===== config.mk =====
export PLATFORM = sky130hd
export DESIGN_NAME = clock_gen
export DESIGN_NICKNAME = d
export VERILOG_FILES = /design/src/rtl/clock_gen_pkg.sv /design/src/rtl/clock_gen.sv
export SDC_FILE = /design/constraint.sdc
export NUM_CORES = 1
export LEC_CHECK = 0
export BUFFER_PORTS_ARGS = -buffer_cell sky130_fd_sc_hd__buf_2
export CORE_MARGIN = 3
export CORE_UTILIZATION = 54
export DETAILED_ROUTE_END_ITERATION = 16
export GPL_ROUTABILITY_DRIVEN = 0
export PLACE_DENSITY = 0.86
export RECOVER_POWER = 100
export SYNTH_ARGS = -nofsm -noshare
export SYNTH_HDL_FRONTEND = slang
export SYNTH_SLANG_ARGS = --single-unit

===== constraint.sdc =====
create_clock -name clock -period 2.3 [get_ports clock]
set_input_delay 0.345 -clock clock [delete_from_list [all_inputs] [get_ports clock]]
set_output_delay 0.345 -clock clock [all_outputs]
set_load 0.02 [all_outputs]

===== src/rtl/clock_gen_pkg.sv =====
// Constants, register layouts and state codes for the clock generator.
package clock_gen_pkg;

	// ==========================================================
	// Register map: indices as printed, byte address is four times.
	localparam int unsigned   ADDR_W        = 18;
	localparam logic [15:0]   IDX_DIV_MODE  = 16'hf002;
	localparam logic [15:0]   IDX_EN_SEL    = 16'hf003;

	typedef struct packed {
		logic [1:0] rsvd;
		logic [1:0] out_div;
		logic       src_fixed;
		logic       src_ext;
		logic [1:0] sys_div;
	} div_mode_t;

	typedef struct packed {
		logic       lock;
		logic [4:0] rsvd;
		logic       enable;
		logic       select;
	} en_sel_t;

	localparam logic [7:0]    DIV_MODE_RST  = 8'h3b;
	localparam logic [7:0]    EN_SEL_RST    = 8'h00;
	localparam logic [1:0]    DIV_1         = 2'h0;
	localparam logic [1:0]    DIV_2         = 2'h1;
	localparam logic [1:0]    DIV_4         = 2'h2;
	localparam logic [1:0]    DIV_8         = 2'h3;

	// ==========================================================
	// Stabilisation counts in oscillator pulses.
	localparam logic [8:0]    LS_RESET_WAIT = 9'h100;
	localparam logic [8:0]    LS_WAKE_WAIT  = 9'h020;
	localparam logic [13:0]   EXT_WAIT      = 14'h0080;
	localparam logic [13:0]   PLL_WAIT_DEF  = 14'h2000;

	// PLL gain and the one percent lock window around it.
	localparam logic [9:0]    PLL_MULT      = 10'h200;
	localparam logic [9:0]    LOCK_TOL      = 10'h005;
	localparam logic [9:0]    LOCK_LO       = PLL_MULT - LOCK_TOL;
	localparam logic [9:0]    LOCK_HI       = PLL_MULT + LOCK_TOL;

	// ==========================================================
	// Bus answers and switch states.
	localparam logic [1:0]    RESP_OKAY     = 2'h0;
	localparam logic [1:0]    RESP_DECERR   = 2'h3;

	typedef enum logic [2:0] {
		SW_LS   = 3'b001,
		SW_HS   = 3'b010,
		SW_PARK = 3'b100
	} sw_state_t;

endpackage


===== src/rtl/clock_gen.sv =====
// Clock generation, selection and stabilisation with an AXI4-Lite slave.
// How it works
// - Reset runs system clock from low-speed oscillator.
// - System divider codes 1/2/4/8, PLL code0 halves.
// - Mode bit writable only while oscillator disabled.
// - Mode bit 2: 0 PLL, 1 external pin.
// - Fixed upper mode bit always reads one.
// - Output divider bits 5:4 select 1/2/4/8.
// - Port-A pin wins over port-B pin.
// - Select bit forced zero while oscillator disabled.
// - Select bit 0: low-speed, 1: high-speed.
// - Enable bit 1 starts/stops fast oscillator.
// - Lock bit 7 high only when PLL within tolerance.
// - Reset start waits 256 low-speed pulses.
// - Stop wake waits 32 low-speed pulses.
// - Low-speed oscillator halts in stop, wakes on interrupt.
// - Power-on, port or watchdog reset start oscillator.
// - PLL mode waits 8192 PLL pulses.
// - PLL multiplies low-speed reference by 512.
// - PLL mode leaves both clock pins free.
// - First register: byte access or word with second.
// - External mode waits 128 input pulses.
// - Fast oscillator stops in stop, recounts on wake.
module clock_gen
	import clock_gen_pkg::*;
#(
	parameter logic [13:0] PLL_WAIT = PLL_WAIT_DEF
)(
	input  wire logic              clock,
	input  wire logic              rst_b,
	input  wire logic [ADDR_W-1:0] awaddr,
	input  wire logic              awvalid,
	output logic                   awready,
	input  wire logic [31:0]       wdata,
	input  wire logic [3:0]        wstrb,
	input  wire logic              wvalid,
	output logic                   wready,
	output logic [1:0]             bresp,
	output logic                   bvalid,
	input  wire logic              bready,
	input  wire logic [ADDR_W-1:0] araddr,
	input  wire logic              arvalid,
	output logic                   arready,
	output logic [31:0]            rdata,
	output logic [1:0]             rresp,
	output logic                   rvalid,
	input  wire logic              rready,
	input  wire logic              lsosc_pin,
	input  wire logic              pll_pin,
	input  wire logic              external_clock_input_a_pin,
	input  wire logic              external_clock_input_b_pin,
	input  wire logic              external_clock_input_a_cfg,
	input  wire logic              external_clock_input_b_cfg,
	input  wire logic              sys_reset,
	input  wire logic              stop_req,
	input  wire logic              wake_irq,
	output logic                   lsosc_run,
	output logic                   pll_run,
	output logic                   external_clock_input_a_taken,
	output logic                   external_clock_input_b_taken,
	output logic                   low_speed_clock,
	output logic                   high_speed_clock,
	output logic                   fast_output_clock,
	output logic                   system_clock,
	output logic                   cpu_hold
);

	// ==========================================================
	// Pin synchronisers and edge detection.
	logic [3:0] pin_raw;
	logic [3:0] sync1_r;
	logic [3:0] sync2_r;
	logic [3:0] prev_r;
	logic [3:0] rise;

	assign pin_raw = {external_clock_input_b_pin, external_clock_input_a_pin, pll_pin, lsosc_pin};

	for (genvar i = 0; i < 4; i++)
	begin : g_sync
		always_ff @(posedge clock or negedge rst_b)
		begin
			if (!rst_b)
			begin
				sync1_r[i] <= 1'b0;
				sync2_r[i] <= 1'b0;
				prev_r[i]  <= 1'b0;
			end
			else
			begin
				sync1_r[i] <= pin_raw[i];
				sync2_r[i] <= sync1_r[i];
				prev_r[i]  <= sync2_r[i];
			end
		end
		assign rise[i] = sync2_r[i] & ~prev_r[i];
	end

	// ==========================================================
	// Registers and AXI4-Lite slave.
	div_mode_t   dm_r;
	logic        enable_r;
	logic        select_r;
	logic        lock_r;
	logic [15:0] aw_idx_r;
	logic [31:0] wdata_r;
	logic [3:0]  wstrb_r;
	logic        wr_fire;
	logic [15:0] wr_idx;
	logic        dm_we;
	logic        es_we;
	logic [7:0]  es_wd;
	logic        wr_hit;
	logic [15:0] rd_idx;
	logic [7:0]  dm_rd;
	logic [7:0]  es_rd;

	assign wr_fire = !awready && !wready && !bvalid;
	assign wr_idx  = aw_idx_r;
	// A word write at the first index also carries the second byte.
	assign dm_we   = (wr_idx == IDX_DIV_MODE) && wstrb_r[0];
	assign es_we   = ((wr_idx == IDX_DIV_MODE) && wstrb_r[1]) ||
	                 ((wr_idx == IDX_EN_SEL) && wstrb_r[0]);
	assign es_wd   = (wr_idx == IDX_DIV_MODE) ? wdata_r[15:8] : wdata_r[7:0];
	assign wr_hit  = (wr_idx == IDX_DIV_MODE) || (wr_idx == IDX_EN_SEL);
	assign rd_idx  = araddr[ADDR_W-1:2];
	assign dm_rd   = {2'b00, dm_r.out_div, 1'b1, dm_r.src_ext,
	                  dm_r.sys_div};
	assign es_rd   = {lock_r, 5'h00, enable_r, select_r};

	always_ff @(posedge clock or negedge rst_b)
	begin
		if (!rst_b)
		begin
			awready  <= 1'b1;
			wready   <= 1'b1;
			bvalid   <= 1'b0;
			bresp    <= RESP_OKAY;
			aw_idx_r <= 16'h0000;
			wdata_r  <= 32'h0000_0000;
			wstrb_r  <= 4'h0;
		end
		else
		begin
			if (awvalid && awready)
			begin
				awready  <= 1'b0;
				aw_idx_r <= awaddr[ADDR_W-1:2];
			end
			if (wvalid && wready)
			begin
				wready  <= 1'b0;
				wdata_r <= wdata;
				wstrb_r <= wstrb;
			end
			if (wr_fire)
			begin
				bvalid <= 1'b1;
				bresp  <= wr_hit ? RESP_OKAY : RESP_DECERR;
			end
			if (bvalid && bready)
			begin
				bvalid  <= 1'b0;
				awready <= 1'b1;
				wready  <= 1'b1;
			end
		end
	end

	always_ff @(posedge clock or negedge rst_b)
	begin
		if (!rst_b)
		begin
			arready <= 1'b1;
			rvalid  <= 1'b0;
			rresp   <= RESP_OKAY;
			rdata   <= 32'h0000_0000;
		end
		else if (arvalid && arready)
		begin
			arready <= 1'b0;
			rvalid  <= 1'b1;
			if (rd_idx == IDX_DIV_MODE)
			begin
				rdata <= {16'h0000, es_rd, dm_rd};
				rresp <= RESP_OKAY;
			end
			else if (rd_idx == IDX_EN_SEL)
			begin
				rdata <= {24'h00_0000, es_rd};
				rresp <= RESP_OKAY;
			end
			else
			begin
				rdata <= 32'h0000_0000;
				rresp <= RESP_DECERR;
			end
		end
		else if (rvalid && rready)
		begin
			rvalid  <= 1'b0;
			arready <= 1'b1;
		end
	end

	// A port or watchdog reset restores the registers like power-on.
	always_ff @(posedge clock or negedge rst_b)
	begin
		if (!rst_b)
			dm_r <= div_mode_t'(DIV_MODE_RST);
		else if (sys_reset)
			dm_r <= div_mode_t'(DIV_MODE_RST);
		else if (wr_fire && dm_we)
		begin
			dm_r.sys_div <= wdata_r[1:0];
			dm_r.out_div <= wdata_r[5:4];
			// Switching source under a live oscillator would glitch it.
			if (!enable_r)
				dm_r.src_ext <= wdata_r[2];
		end
	end

	always_ff @(posedge clock or negedge rst_b)
	begin
		if (!rst_b)
		begin
			enable_r <= EN_SEL_RST[1];
			select_r <= EN_SEL_RST[0];
		end
		else if (sys_reset)
		begin
			enable_r <= EN_SEL_RST[1];
			select_r <= EN_SEL_RST[0];
		end
		else if (wr_fire && es_we)
		begin
			enable_r <= es_wd[1];
			select_r <= es_wd[0] & es_wd[1];
		end
	end

	// ==========================================================
	// Stop mode and the low-speed oscillator.
	logic       stop_r;
	logic [8:0] ls_cnt_r;
	logic [8:0] ls_lim_r;
	logic       ls_ready_r;

	always_ff @(posedge clock or negedge rst_b)
	begin
		if (!rst_b)
			stop_r <= 1'b0;
		else if (sys_reset || wake_irq)
			stop_r <= 1'b0;
		else if (stop_req)
			stop_r <= 1'b1;
	end

	always_ff @(posedge clock or negedge rst_b)
	begin
		if (!rst_b)
			lsosc_run <= 1'b1;
		else
			lsosc_run <= sys_reset || wake_irq || !(stop_r || stop_req);
	end

	always_ff @(posedge clock or negedge rst_b)
	begin
		if (!rst_b)
		begin
			ls_cnt_r   <= 9'h000;
			ls_lim_r   <= LS_RESET_WAIT;
			ls_ready_r <= 1'b0;
		end
		else if (sys_reset)
		begin
			ls_cnt_r   <= 9'h000;
			ls_lim_r   <= LS_RESET_WAIT;
			ls_ready_r <= 1'b0;
		end
		else if (stop_r)
		begin
			ls_cnt_r   <= 9'h000;
			ls_lim_r   <= LS_WAKE_WAIT;
			ls_ready_r <= 1'b0;
		end
		else if (!ls_ready_r && rise[0])
		begin
			ls_cnt_r <= ls_cnt_r + 9'h001;
			if (ls_cnt_r + 9'h001 == ls_lim_r)
				ls_ready_r <= 1'b1;
		end
	end

	always_ff @(posedge clock or negedge rst_b)
	begin
		if (!rst_b)
			low_speed_clock <= 1'b0;
		else
			low_speed_clock <= ls_ready_r & sync2_r[0];
	end

	// ==========================================================
	// Fast oscillator source, stabilisation and dividers.
	logic        osc_on;
	logic        osc_lvl;
	logic        osc_rise;
	logic [13:0] hs_cnt_r;
	logic [13:0] hs_lim;
	logic        hs_ready_r;
	logic [2:0]  div_cnt_r;
	logic [1:0]  sys_code;

	assign osc_on  = enable_r && !stop_r;
	// Port A takes priority when both pins are set up as clock inputs.
	assign osc_lvl = !dm_r.src_ext ? sync2_r[1] :
	                 external_clock_input_a_cfg   ? sync2_r[2] :
	                 external_clock_input_b_cfg   ? sync2_r[3] : 1'b0;
	assign osc_rise = !dm_r.src_ext ? rise[1] :
	                  external_clock_input_a_cfg   ? rise[2] :
	                  external_clock_input_b_cfg   ? rise[3] : 1'b0;
	assign hs_lim  = dm_r.src_ext ? EXT_WAIT : PLL_WAIT;
	assign sys_code = (dm_r.sys_div == DIV_1 && !dm_r.src_ext) ?
	                  DIV_2 : dm_r.sys_div;

	function automatic logic tap(input logic [1:0] code,
	                             input logic [2:0] cnt,
	                             input logic       lvl);
		unique case (code)
			DIV_1: tap = lvl;
			DIV_2: tap = cnt[0];
			DIV_4: tap = cnt[1];
			DIV_8: tap = cnt[2];
		endcase
	endfunction

	always_ff @(posedge clock or negedge rst_b)
	begin
		if (!rst_b)
		begin
			pll_run       <= 1'b0;
			external_clock_input_a_taken <= 1'b0;
			external_clock_input_b_taken <= 1'b0;
		end
		else
		begin
			// The analog loop locks to the low-speed reference times 512.
			pll_run       <= osc_on && !dm_r.src_ext;
			external_clock_input_a_taken <= dm_r.src_ext && external_clock_input_a_cfg;
			external_clock_input_b_taken <= dm_r.src_ext && external_clock_input_b_cfg &&
			                 !external_clock_input_a_cfg;
		end
	end

	always_ff @(posedge clock or negedge rst_b)
	begin
		if (!rst_b)
		begin
			hs_cnt_r   <= 14'h0000;
			hs_ready_r <= 1'b0;
		end
		else if (!osc_on)
		begin
			hs_cnt_r   <= 14'h0000;
			hs_ready_r <= 1'b0;
		end
		else if (!hs_ready_r && osc_rise)
		begin
			hs_cnt_r <= hs_cnt_r + 14'h0001;
			if (hs_cnt_r + 14'h0001 == hs_lim)
				hs_ready_r <= 1'b1;
		end
	end

	always_ff @(posedge clock or negedge rst_b)
	begin
		if (!rst_b)
			div_cnt_r <= 3'h0;
		else if (!hs_ready_r)
			div_cnt_r <= 3'h0;
		else if (osc_rise)
			div_cnt_r <= div_cnt_r + 3'h1;
	end

	always_ff @(posedge clock or negedge rst_b)
	begin
		if (!rst_b)
		begin
			high_speed_clock  <= 1'b0;
			fast_output_clock <= 1'b0;
		end
		else
		begin
			high_speed_clock  <= hs_ready_r &
			                     tap(sys_code, div_cnt_r, osc_lvl);
			fast_output_clock <= hs_ready_r &
			                     tap(dm_r.out_div, div_cnt_r,
			                         osc_lvl);
		end
	end

	// ==========================================================
	// Lock detector: PLL edges counted over one reference period.
	logic [9:0] lock_cnt_r;

	always_ff @(posedge clock or negedge rst_b)
	begin
		if (!rst_b)
		begin
			lock_cnt_r <= 10'h000;
			lock_r     <= 1'b0;
		end
		else if (!pll_run)
		begin
			lock_cnt_r <= 10'h000;
			lock_r     <= 1'b0;
		end
		else if (rise[0])
		begin
			lock_cnt_r <= 10'h000;
			lock_r     <= lock_cnt_r >= LOCK_LO &&
			              lock_cnt_r <= LOCK_HI;
		end
		else if (rise[1] && lock_cnt_r != 10'h3ff)
			lock_cnt_r <= lock_cnt_r + 10'h001;
	end

	// ==========================================================
	// System clock switch: leave the old source only while it is low.
	sw_state_t sw_state_r;
	logic      want_hs;

	assign want_hs = select_r && enable_r;

	always_ff @(posedge clock or negedge rst_b)
	begin
		if (!rst_b)
		begin
			sw_state_r   <= SW_LS;
			system_clock <= 1'b0;
		end
		else
		begin
			unique case (sw_state_r)
				SW_LS:
				begin
					system_clock <= low_speed_clock;
					if (want_hs && !low_speed_clock && !system_clock)
					begin
						sw_state_r   <= SW_PARK;
						system_clock <= 1'b0;
					end
				end
				SW_HS:
				begin
					system_clock <= high_speed_clock;
					if (!want_hs && !high_speed_clock && !system_clock)
					begin
						sw_state_r   <= SW_PARK;
						system_clock <= 1'b0;
					end
				end
				SW_PARK:
				begin
					system_clock <= 1'b0;
					if (want_hs && hs_ready_r && !high_speed_clock)
						sw_state_r <= SW_HS;
					else if (!want_hs && ls_ready_r && !low_speed_clock)
						sw_state_r <= SW_LS;
				end
			endcase
		end
	end

	always_ff @(posedge clock or negedge rst_b)
	begin
		if (!rst_b)
			cpu_hold <= 1'b1;
		else
			cpu_hold <= (sw_state_r == SW_PARK) ||
			            (sw_state_r == SW_HS && !hs_ready_r) ||
			            (sw_state_r == SW_LS && !ls_ready_r);
	end

	// ==========================================================
	// Checks.
	chk_mode_write_lock: assert property (@(posedge clock) disable iff (!rst_b)
		$changed(dm_r.src_ext) |-> !$past(enable_r) || $past(sys_reset))
		else $error("mode bit changed while oscillator enabled");
	chk_select_forced: assert property (@(posedge clock) disable iff (!rst_b)
		!enable_r |-> !select_r)
		else $error("select set while oscillator disabled");
	chk_lock_needs_pll: assert property (@(posedge clock) disable iff (!rst_b)
		!osc_on |-> ##2 !lock_r)
		else $error("lock flag high with PLL stopped");
	chk_ls_wait_count: assert property (@(posedge clock) disable iff (!rst_b)
		$rose(ls_ready_r) |-> $past(ls_cnt_r) + 9'h001 == $past(ls_lim_r))
		else $error("low-speed clock released early");
	chk_hs_wait_count: assert property (@(posedge clock) disable iff (!rst_b)
		$rose(hs_ready_r) |->
		$past(hs_cnt_r) + 14'h0001 == (dm_r.src_ext ? EXT_WAIT : PLL_WAIT))
		else $error("fast clock released early");
	chk_stop_halts: assert property (@(posedge clock) disable iff (!rst_b)
		stop_req && !wake_irq && !sys_reset |=> !lsosc_run ##1 !ls_ready_r)
		else $error("oscillator kept running in stop");
	chk_switch_low: assert property (@(posedge clock) disable iff (!rst_b)
		$changed(sw_state_r) |-> !system_clock && !$past(system_clock))
		else $error("system clock switched while high");
	chk_park_holds: assert property (@(posedge clock) disable iff (!rst_b)
		sw_state_r == SW_PARK |=> cpu_hold)
		else $error("cpu not held while parked");
	chk_pin_priority: assert property (@(posedge clock) disable iff (!rst_b)
		external_clock_input_b_taken |-> !external_clock_input_a_taken && !$past(external_clock_input_a_cfg))
		else $error("port-B pin taken over port-A");
	chk_pll_pins_free: assert property (@(posedge clock) disable iff (!rst_b)
		!dm_r.src_ext |=> !external_clock_input_a_taken && !external_clock_input_b_taken)
		else $error("clock pin taken in PLL mode");

endmodule


---- Word-level counts from Yosys, hierarchy flattened ----
Index checks and enable logic that the tools add are counted.
word-level totals
  input bits .............................. 88
  word-level logic and storage cells ...... 226
  register bits after elaboration ......... 149
  output and inout bits ................... 50
operators by class
  bitwise gates (word level) .............. 12
  add/subtract/negate cells ............... 4
  eq/ne operators ......................... 25
  order comparisons ....................... 2
  reductions and logical operators ........ 70
  mux-type cells .......................... 66
operators with widths
  cell                                                                                   count
  16-bit == test (second input constant)                                                 4
  9-bit 2-to-1 mux                                                                       5
  14-bit 2-to-1 mux                                                                      3
  1-bit 2-to-1 mux                                                                       34
  1-bit logical AND                                                                      33
  10-bit 2-to-1 mux                                                                      3
  3-bit 2-to-1 mux                                                                       8
  16-bit 2-to-1 mux                                                                      1
  2-bit nonzero test                                                                     8
  14-bit by 1-bit adder with 14-bit output (second input constant)                       1
  14-bit == test                                                                         1
  2-bit 2-to-1 mux                                                                       7
  1-bit zero test                                                                        13
  10-bit by 1-bit adder with 10-bit output (second input constant)                       1
  10-bit by 9-bit greater-or-equal comparator with 1-bit output (second input constant)  1
  10-bit less-or-equal comparator (second input constant)                                1
  10-bit inequality test (second input constant)                                         1
  9-bit by 1-bit adder with 9-bit output (second input constant)                         1
  9-bit == test                                                                          1
  3-bit one-hot mux with 3 select lines                                                  1
  1-bit AND                                                                              8
  2-bit == test (second input constant)                                                  4
  8-bit 2-to-1 mux                                                                       1
  2-bit inequality test (second input constant)                                          4
  16 further kinds                                                                       34

---- Logic depth before layout (Yosys ltp) ----
Gate-level depths: netlist of run 1.
  depth in word-level cells ............... 8
  depth in mapped cells ................... 7
  gate-level depth less buffers ........... 6

---- Least setup slack after synthesis of run 1 ----
No wires, ideal clock.
  path type ............................... flip-flop to flip-flop
  from .................................... register hs_cnt_r[0]
  to ...................................... register hs_ready_r
  clock period less this slack ............ 1.867 ns
  setup slack ............................. 0.433 ns
  cell stages (with the launch flop) ...... 7
  arrival ................................. 1.775 ns
  library setup time ...................... 0.092 ns
  required time ........................... 2.208 ns
  path buffers ............................ 0
  path through ............................ dfrtp_1 -> ha_1 -> and4_4 -> nand2_2 -> a2bb2oi_1 -> or4b_1 -> o31ai_2
between the ends
  word-level cells in the longest chain between the ends .. 4
ends and longest elaborated chain
  element                                                     line              RTL
  start: declaration                                          clock_gen.sv:307  logic [13:0] hs_cnt_r;
  start signal: assignment                                    clock_gen.sv:368  hs_cnt_r <= hs_cnt_r + 14'h0001;
  14-bit by 1-bit adder with 14-bit output                    clock_gen.sv:369  if (hs_cnt_r + 14'h0001 == hs_lim)
  14-bit == test                                              clock_gen.sv:369
  2-bit by 1-bit inequality test with 1-bit output (no line)  n/a
  2-bit AND reduction (no line)                               n/a
  end signal: assignment                                      clock_gen.sv:359  hs_ready_r <= 1'b0;
  end signal: assignment                                      clock_gen.sv:364  hs_ready_r <= 1'b0;
  end signal: assignment                                      clock_gen.sv:370  hs_ready_r <= 1'b1;
  end: declaration                                            clock_gen.sv:309  logic hs_ready_r;
No other way between the ends.
A chain may end at the register's enable or synchronous reset.

---- Worst setup path in the final report of run 1 ----
  from .................................... register dm_r[2] (netlist name)
  to ...................................... register hs_ready_r
between the ends
  word-level cells in the longest chain between the ends .. 4
  elaborated cells on any way between the ends .. 7
  those cells by class .................... eq/ne: 3; mux: 2; reduce/logical: 2
ends and longest elaborated chain
  element                                                       line                                RTL
  start: declaration                                            clock_gen.sv:100                    div_mode_t dm_r;
  start signal: assignment                                      clock_gen.sv:209                    dm_r <= div_mode_t'(DIV_MODE_RST);
  start signal: assignment                                      clock_gen.sv:211                    dm_r <= div_mode_t'(DIV_MODE_RST);
  14-bit 2-to-1 mux / 1-bit 2-to-1 mux (equally long branches)  clock_gen.sv:321, clock_gen.sv:318
  14-bit == test / 1-bit logical AND (equally long branches)    clock_gen.sv:369, clock_gen.sv:366
  2-bit by 1-bit inequality test with 1-bit output (no line)    n/a
  2-bit AND reduction (no line) (*)                             n/a
Mark *: on every way between the ends. The rest lies on a longest branch, timed or not.

==> flow_summary.ini, run 1 <==
[die]
die_area_sq_um = 11750
pin_count = 138
core_sq_um = 10000
rows = 36
initial_core_util_pct = 56.62
die_w_microns = 108.4
die_h_microns = 108.4

[drt]
drtAntennaViolNets = 0
dr_total_vias = 4332
first_iter_violations = 229
routedWlPerCell_microns = 16.85
vias_per_cell = 5.678
drt-total-wl_microns = 12860
drt_pass1_iterations = 5
drc = 0

[critical_path]
max_stage_delay_ps = 510
crit_fanout = 16
crit_type = reg -> reg
timing.rr.start = dm_r[2]
crit_start = dm_r[2]
start_kind = flop
crit_chain = nand2b_1 -> o22a_2 -> a21oi_1 -> or4b_1 -> o31ai_1
cp.arrival_ps = 2580
cp_num_buf_inv = 0
required_ps = 2720
crit_path_top_delay_cell = dfrtp_1
reg2reg_slack_ps = 140
critPathCaptureType = flop
cp_top_family = compound AO/OA/AOI/OAI gates

[finish]
final_common_cell = dfrtp_1
finalNetCount = 712
diodes = 0
area.growth.synth_to_final_pct = 18.52
final_cell_mix = dfrtp_1 (104), nor2_1 (56), buf_2 (56)
drive_above_1_share_pct = 19.37
nFillCells = 744

[timing]
setup_viol = 0
fin_crit_ps = 2156
layout_setup_ws_ps = 144.4
slew_headroom_pct = 17.61
finalSetupTns_ps = 0
hold_viol = 0
finClkSkew_ps = 9.520
slew_violations = 0
period_share_pct = 93.72
grt_setup_unrepaired = false
max_freq_mhz = 463.9
worstMarginPinSlew_ps = 1236

[synth]
synth_area_leaders = dfrtp_1 (46%), dfstp_2 (5.1%), mux2_2 (4.0%)
yosys.area.top_type = dfrtp_1
syn_area_sq_um = 5662
synth-edff-count = 0
async_flop_share_pct = 100.0
ys_seq_area_share_pct = 51.07
yosysWarnings = 0
netlist.area_leader.share_pct = 45.97
ys_types = 69
avgSynthCellArea_sq_um = 10.89
synth_ff_type = dfrtp_1
syn_inst = 520
synth-seq-cells = 115

[clock_network]
clockRootBuffer = clkbuf_8
postCtsResizedCells = 0
cts_tree = yes
cts_sinks = 115
htreeDepth = 4
clockBufferDepth = 2
numCtsBuffers = 17
clk_latency_ps = 530
post_cts_buffers = 0
path_clk_slew_ps = 60

[power]
irDropWorstVdd_mv = 0.7385
power.density_nw_per_um2 = 885.6
p_leak_nw = 2.968

[global_route]
grt-ovfl-total = 0
grt_max_degree = 57
grt_use_total_pct = 23.29
grt_first_pass_wirelength_microns = 21150
antenna_found_initial = 0
first_global_vias = 4492

[placement]
place_ws_ps = 269.9
port_buffers = 84
dp_hpwl_microns = 8776

[run_status]
status = finished, final reports clean

[worst_hold_path]
worstHoldStart = awaddr[16]
hold_class = in -> reg

[job]
maxCapViolations = 0
final timing paths:
kind | endpoint | cells after the start
setup / recovery | hs_ready_r | 5
hold / removal | aw_idx_r[14] | 2
setup reg to reg | hs_ready_r | 5
hold reg to reg | sync2_r[2] | 0
max in group asynchronous | hs_cnt_r[8] | 3
min in group asynchronous | rvalid | 2
layer usage:
layer  GRT usage [%]  vias to the layer above  part of all wire, %
li1                -                     1991                    -
met1           27.00                     2162                   40
met2           40.54                      146                   52
met3           5.970                       33                  5.5
met4           10.64                        0                  2.6
met5               0                        -                    0
cell usage after synthesis (all sizes together), types with 5 or more instances:
library cell and count:
a2111oi 6, a211o 5, a211oi 8, a21oi 11, a22o 8, a31oi 5
and2 6, and3 6, buf 31, clkbuf 10, dfrtp 104, dfstp 11
ha 7, inv 15, mux2 28, mux2i 9, nand2 37, nand2b 8
nand3 13, nand4 14, nor2 56, nor2b 9, nor3 6, nor4 6
o21ai 13, xnor2 24, xor2 17
power breakdown:
group          internal (W)  switching, W  total (W)
combinational      0.000350      0.000408   0.000758
clock               0.00174      0.000897    0.00263
sequential          0.00233      0.000223    0.00255
total               0.00441       0.00153    0.00594
flip-flops by register name, summed over array words and instances (netlist names), 2 cells and up:
signal,flops
aw_idx_r,16
sync1_r,4
sw_state_r,3
wstrb_r,2
sync2_r,4
rdata,10
wdata_r,7
dm_r,5
hs_cnt_r,14
ls_lim_r,2
prev_r,4
div_cnt_r,3
lock_cnt_r,10
ls_cnt_r,9
through the flow:
step	cells	util, %	area [sq um]	hold slack (ps)	total power [W]
after CTS	763	68.13	6813	16.89	0.006014
final	763	67.10	6710	29.67	0.005943
after floorplan	541	-	5741	49.41	0.003076
after detailed placement	723	61.37	6137	304.4	0.003357
after global placement	723	61.37	6137	296.6	0.003279
after global routing	763	67.10	6710	15.61	0.006192
kinds of logic after synthesis:
logic type / count (synthesis) / share of synthesized area [%]
AND/OR/NAND/NOR: 181 / 16.97
flip-flops: 115 / 51.07
AO/OA/AOI/OAI: 80 / 10.63
buffers and inverters: 56 / 5.414
XOR/XNOR: 42 / 6.740
multiplexers: 38 / 7.558
adder cells (fa/ha/maj): 7 / 1.547
other: 1 / 0.06623
layout make-up:
cell class,count,area (sq um),share of cell area [%]
clock buffer,24,470.5,7.011
clock inverter,8,125.1,1.865
inverter,15,56.30,0.8391
multi-input combinational,370,2507,37.37
sequential,115,2892,43.09
tap,133,166.4,2.480
timing repair buffer,98,493.0,7.347
repair_timing:
action,CTS,global route
hold buffers,8,0
endpoints found under the hold margin,35,0
setup endpoints to repair,0,0
(Power assumes the default switching activity.)
==> inputs of run 2 (changes only) <==
Settings changed: CORE_MARGIN 3 to default.
==> run 2 against run 1 <==
  * Sequential power is essentially flat
  * Clock power increased by 8.4%
  * Register-to-register slack hardly changed
  * Highest routed layer unchanged
  * Via count shrank 2.1%
  * Design area up 0.89%
  * Cell count is 0.26% higher
  * Critical path type unchanged
  * Setup slack improved by 12 ps
==> flow_summary.ini, run 2 (synthesized netlist as in run 1, its figures left out) <==
[timing]
finClkSkew_ps = 9.061
setup_viol = 0
slew_headroom_pct = 27.80
grt_setup_unrepaired = false
hold_viol = 0
fin_crit_ps = 2144
slew_violations = 0
period_share_pct = 93.22
worstMarginPinSlew_ps = 1083
max_freq_mhz = 466.4
finalSetupTns_ps = 0
fin_hold_ws_ps = 33.18

[finish]
drive_above_1_share_pct = 20.03
fin_area_sq_um = 6770
final_common_cell = dfrtp_1
multi_input_area_sq_um = 2505
nFillCells = 739
largest_reg_flops = 16
reg.largest.list = aw_idx_r x16, hs_cnt_r x14
area.growth.synth_to_final_pct = 19.58
finalNetCount = 711
diodes = 0
final_cell_mix = dfrtp_1 (104), nor2_1 (56), buf_2 (56)
top_register = aw_idx_r
final_core_util_pct = 66.17
regArea_sq_um = 2892

[clock_network]
clockRootBuffer = clkbuf_8
post_cts_buffers = 0
cts_tree = yes
cts_sinks = 115
clockBufferDepth = 2
numCtsBuffers = 17
postCtsResizedCells = 0
clk_latency_ps = 530
htreeDepth = 4
path_clk_slew_ps = 60

[critical_path]
timing.rr.start = prev_r[1]
reg2reg_to = hs_ready_r
max_stage_delay_ps = 470
cp.arrival_ps = 2570
reg2reg_slack_ps = 160
crit_start = prev_r[1]
critPathCaptureType = flop
crit_type = reg -> reg
crit_path_top_delay_cell = or4b_1
required_ps = 2720
worst_r2r_path_depth = 5
start_kind = flop
critPathCapture = hs_ready_r
crit_chain = nand2b_1 -> o22a_1 -> a21oi_1 -> or4b_1 -> o31ai_1
crit_fanout = 16

[drt]
drc = 0
first_iter_violations = 193
drt-total-wl_microns = 12170
drtAntennaViolNets = 0
dr_total_vias = 4240
drt_pass1_iterations = 4
routedWlPerCell_microns = 15.91
vias_per_cell = 5.542

[placement]
place_area_sq_um = 6153
port_buffers = 84
dp_hpwl_microns = 8075

[global_route]
antenna_found_initial = 0
grt_max_degree = 45
grt_use_total_pct = 24.02
first_global_vias = 4358
grt-ovfl-total = 0
grt_first_pass_wirelength_microns = 20500

[worst_hold_path]
worstHoldStart = wvalid
hold_class = in -> reg

[die]
rows = 37
core_sq_um = 10230
pin_count = 138
initial_core_util_pct = 55.34
die_h_microns = 104.4
die_area_sq_um = 10900
die_w_microns = 104.4

[power]
power.density_nw_per_um2 = 907.8
p_leak_nw = 2.997
irDropWorstVdd_mv = 0.7507

[run_status]
status = finished, final reports clean

[job]
maxCapViolations = 0
## run 2: changes by cell type in the layout (fill, tap and decap cells not counted), moves of 2 or more
cell       previous run  this run
and2_1                5         3
clkbuf_1             36        32
and2_0                1         3
bufinv_16             3         5
## run 2: final cells by class
| class | count | area share (%) |
|---|---|---|
| Multi-Input combinational cell | 370 | 37.00 |
| Inverter | 15 | 0.8316 |
| Sequential cell | 115 | 42.71 |
| Timing Repair Buffer | 97 | 7.374 |
| Clock inverter | 12 | 2.994 |
| Tap cell | 136 | 2.513 |
| Clock buffer | 20 | 6.579 |
## run 2: worst min path at each step
stage               cells past startpoint     endpoint
floorplan                               0  aw_idx_r[0]
finish                                  2       wready
CTS                                     2       wready
global route                            2  aw_idx_r[3]
detailed placement                      0   sync2_r[3]
global placement                        0   sync2_r[0]
## run 2: timing repair
item                       CTS  global route
setup endpoints to repair    0             0
hold buffers                 7             0
hold endpoints to repair    42             0
## run 2: report_power, final
| group | total (W) | internal (W) | switching [W] | leakage (nW) |
|---|---|---|---|---|
| clock network | 0.00285 | 0.00193 | 0.000922 | 0.315 |
| logic | 0.000755 | 0.000352 | 0.000402 | 1.22 |
| registers | 0.00254 | 0.00233 | 0.000212 | 1.46 |
## run 2: layer usage
metal  track usage [%]  wire (microns)  vias to the layer above  part of all wire [%]
met5                 0               0                        -                     0
met4             8.265             201                        0                   1.7
met3             7.519             644                       18                   5.3
met2             41.58            6299                      129                    52
met1             28.08            5023                     2112                    41
li1                  -               -                     1981                     -
## run 2: through the flow
step	instances	worst slack (ps)	power, W
final	765	155.9	0.006146
after CTS	765	155.6	0.006211
after global routing	765	1.434	0.006374
after global placement	726	327.3	0.003280
after detailed placement	726	272.9	0.003343
after floorplan	541	433.3	0.003076
## run 2: worst max-delay path: cells and delay by family, from the launching register on
kind | cells | cell delay, ps
AO/OA/AOI/OAI | 3 | 1030
flip-flops | 1 | 380
AND/OR/NAND/NOR | 2 | 630
==> inputs of run 3 (changes only) <==
==> constraint.sdc (replaced) <==
create_clock -name clock -period 2.3 [get_ports clock]
set_input_delay 0.23 -clock clock [delete_from_list [all_inputs] [get_ports clock]]
set_output_delay 0.23 -clock clock [all_outputs]
set_load 0.02 [all_outputs]
==> run 3 against run 2 <==
  * The run now ends with max-capacitance violations, max-slew violations left
  * Clock skew up 1.6 ps
  * Combinational power up 13%
  * Clock-buffer cell count up 3
  * Maximum frequency up 2.3%
  * Sequential power about the same
  * Hold slack better by 3.7 ps
  * Sequential share of layout area down 1.7 points
  * Flip-flop and latch count unchanged
  * Cell count up 4.6%
  * Critical path type unchanged
  * Largest cell class unchanged
  * Largest power group is now registers
==> flow_summary.ini, run 3 (synthesized netlist as in run 1, its figures left out) <==
[run_status]
status = complete, but fails checks
violations = max-capacitance violations, max-slew violations

[power]
p_sw_w = 0.001571
p_int_w = 0.004367
pwr-share-comb_pct = 14.3
power_switching_share_pct = 26.46
power.density_nw_per_um2 = 841.9
irDropWorstVdd_mv = 0.7888
power_frac_seq_pct = 43.2
p_leak_nw = 3.108
pwr-share-clk_pct = 42.5

[global_route]
first_global_vias = 4618
grt_first_pass_wirelength_microns = 21410
antenna_found_initial = 0
grt_max_degree = 116
grt-ovfl-total = 0
grt_use_total_pct = 25.33

[placement]
dp_hpwl_microns = 7991
port_buffers = 84
dp.cells = 726

[timing]
grt_setup_unrepaired = false
slew_violations = 116
worstMarginPinSlew_ps = 1529
hold_viol = 0
slew_headroom_pct = -1.963
finalSetupTns_ps = 0
max_freq_mhz = 477.3
period_share_pct = 91.09
setup_viol = 0
fin_crit_ps = 2095
finClkSkew_ps = 10.70

[finish]
regArea_sq_um = 2892
final_common_cell = dfrtp_1
drive_above_1_share_pct = 18.83
reg.largest.list = aw_idx_r x16, hs_cnt_r x14
fin_cells = 800
nFillCells = 731
finalNetCount = 746
diodes = 0
final_cell_mix = dfrtp_1 (104), nor2_1 (56), buf_2 (55)
area.growth.synth_to_final_pct = 24.57
largest_reg_flops = 16
top_register = aw_idx_r
multi_input_area_sq_um = 2516

[critical_path]
required_ps = 2750
cp.arrival_ps = 2540
start_kind = flop
crit_fanout = 8
crit_type = reg -> reg
critPathCaptureType = flop

[drt]
vias_per_cell = 5.498
drt_pass1_iterations = 5
drc = 0
dr_total_vias = 4398
first_iter_violations = 284
drt-total-wl_microns = 12950
drtAntennaViolNets = 0
routedWlPerCell_microns = 16.19

[clock_network]
clockBufferDepth = 2
post_cts_buffers = 0
cts_tree = yes
htreeDepth = 4
clk_latency_ps = 530
path_clk_slew_ps = 60
numCtsBuffers = 17
cts_sinks = 115
clockRootBuffer = clkbuf_8

[die]
initial_core_util_pct = 55.34
die_area_sq_um = 10900
core_sq_um = 10230
rows = 37
pin_count = 138
die_h_microns = 104.4
die_w_microns = 104.4

[worst_hold_path]
hold_class = in -> reg

[job]
maxCapViolations = 1
==> run 3: cell count changes in the layout (fill, tap and decap cells not counted), sizes merged <==
cell	previous run	this run
dlygate4sd3	7	42
bufinv	5	2
clkinv	5	4
clkbuf	52	55
clkinvlp	1	3
inv	16	15
==> run 3: timing repair <==
item	CTS	global route
hold buffers	41	1
gates resized for setup	0	2
endpoints found under the setup margin	0	5
endpoints found under the hold margin	142	1
==> run 3: cell type report <==
| class | instances | area share, % |
|---|---|---|
| clock buffer | 23 | 6.617 |
| clock inverter | 9 | 1.508 |
| inverter | 15 | 0.7983 |
| multi-input combinational | 370 | 35.67 |
| sequential | 115 | 41.00 |
| tap | 136 | 2.413 |
| timing repair buffer | 132 | 11.99 |
==> run 3: worst paths after layout <==
path	slack, ps	depth (start not counted)	endpoint	from
setup / recovery	200	5	dm_r[4]	aw_idx_r[4]
hold / removal	40	2	ls_lim_r[5]	sys_reset
setup reg to reg	200	5	dm_r[4]	aw_idx_r[4]
hold reg to reg	350	0	sync2_r[3]	sync1_r[3]
max in group asynchronous	600	3	hs_cnt_r[10]	rst_b
min in group asynchronous	720	3	aw_idx_r[6]	rst_b
==> run 3: per-layer routing <==
layer	routed length, microns	GRT usage (%)	part of all wire (%)
met5	0	0	0
met4	357	12.35	2.8
met3	683	8.709	5.3
met1	5068	27.44	39
met2	6843	44.04	53
==> run 3: power groups by stage <==
stage / Combinational [W] / Sequential, W / Clock [W]
6_report: 0.000851 / 0.00256 / 0.00252
5_1_grt: 0.000923 / 0.00259 / 0.00266
4_1_cts: 0.000843 / 0.00255 / 0.00255
3_5_place_dp: 0.000763 / 0.00258 / 0
3_3_place_gp: 0.000729 / 0.00255 / 0
2_1_floorplan: 0.000519 / 0.00256 / 0
==> run 3: stage by stage <==
step	hold slack [ps]	utilization (%)	power [W]	setup WS, ps	cell area (sq um)
4_1_cts	22.72	69.63	0.005938	207.5	7124
2_1_floorplan	-65.59	-	0.003076	433.3	5741
3_3_place_gp	336.0	60.02	0.003277	348.7	6141
3_5_place_dp	340.3	60.02	0.003338	302.9	6141
5_1_grt	48.68	68.94	0.006181	83.37	7053
6_report	36.84	68.94	0.005938	204.9	7053
==> run 3: worst max-delay path: stages (launching register included) <==
cell	delay [ps]
dfrtp_1	390
nor4b_1	390
nand4_1	350
nor3_2	480
nor2b_1	120
a211o_1	290
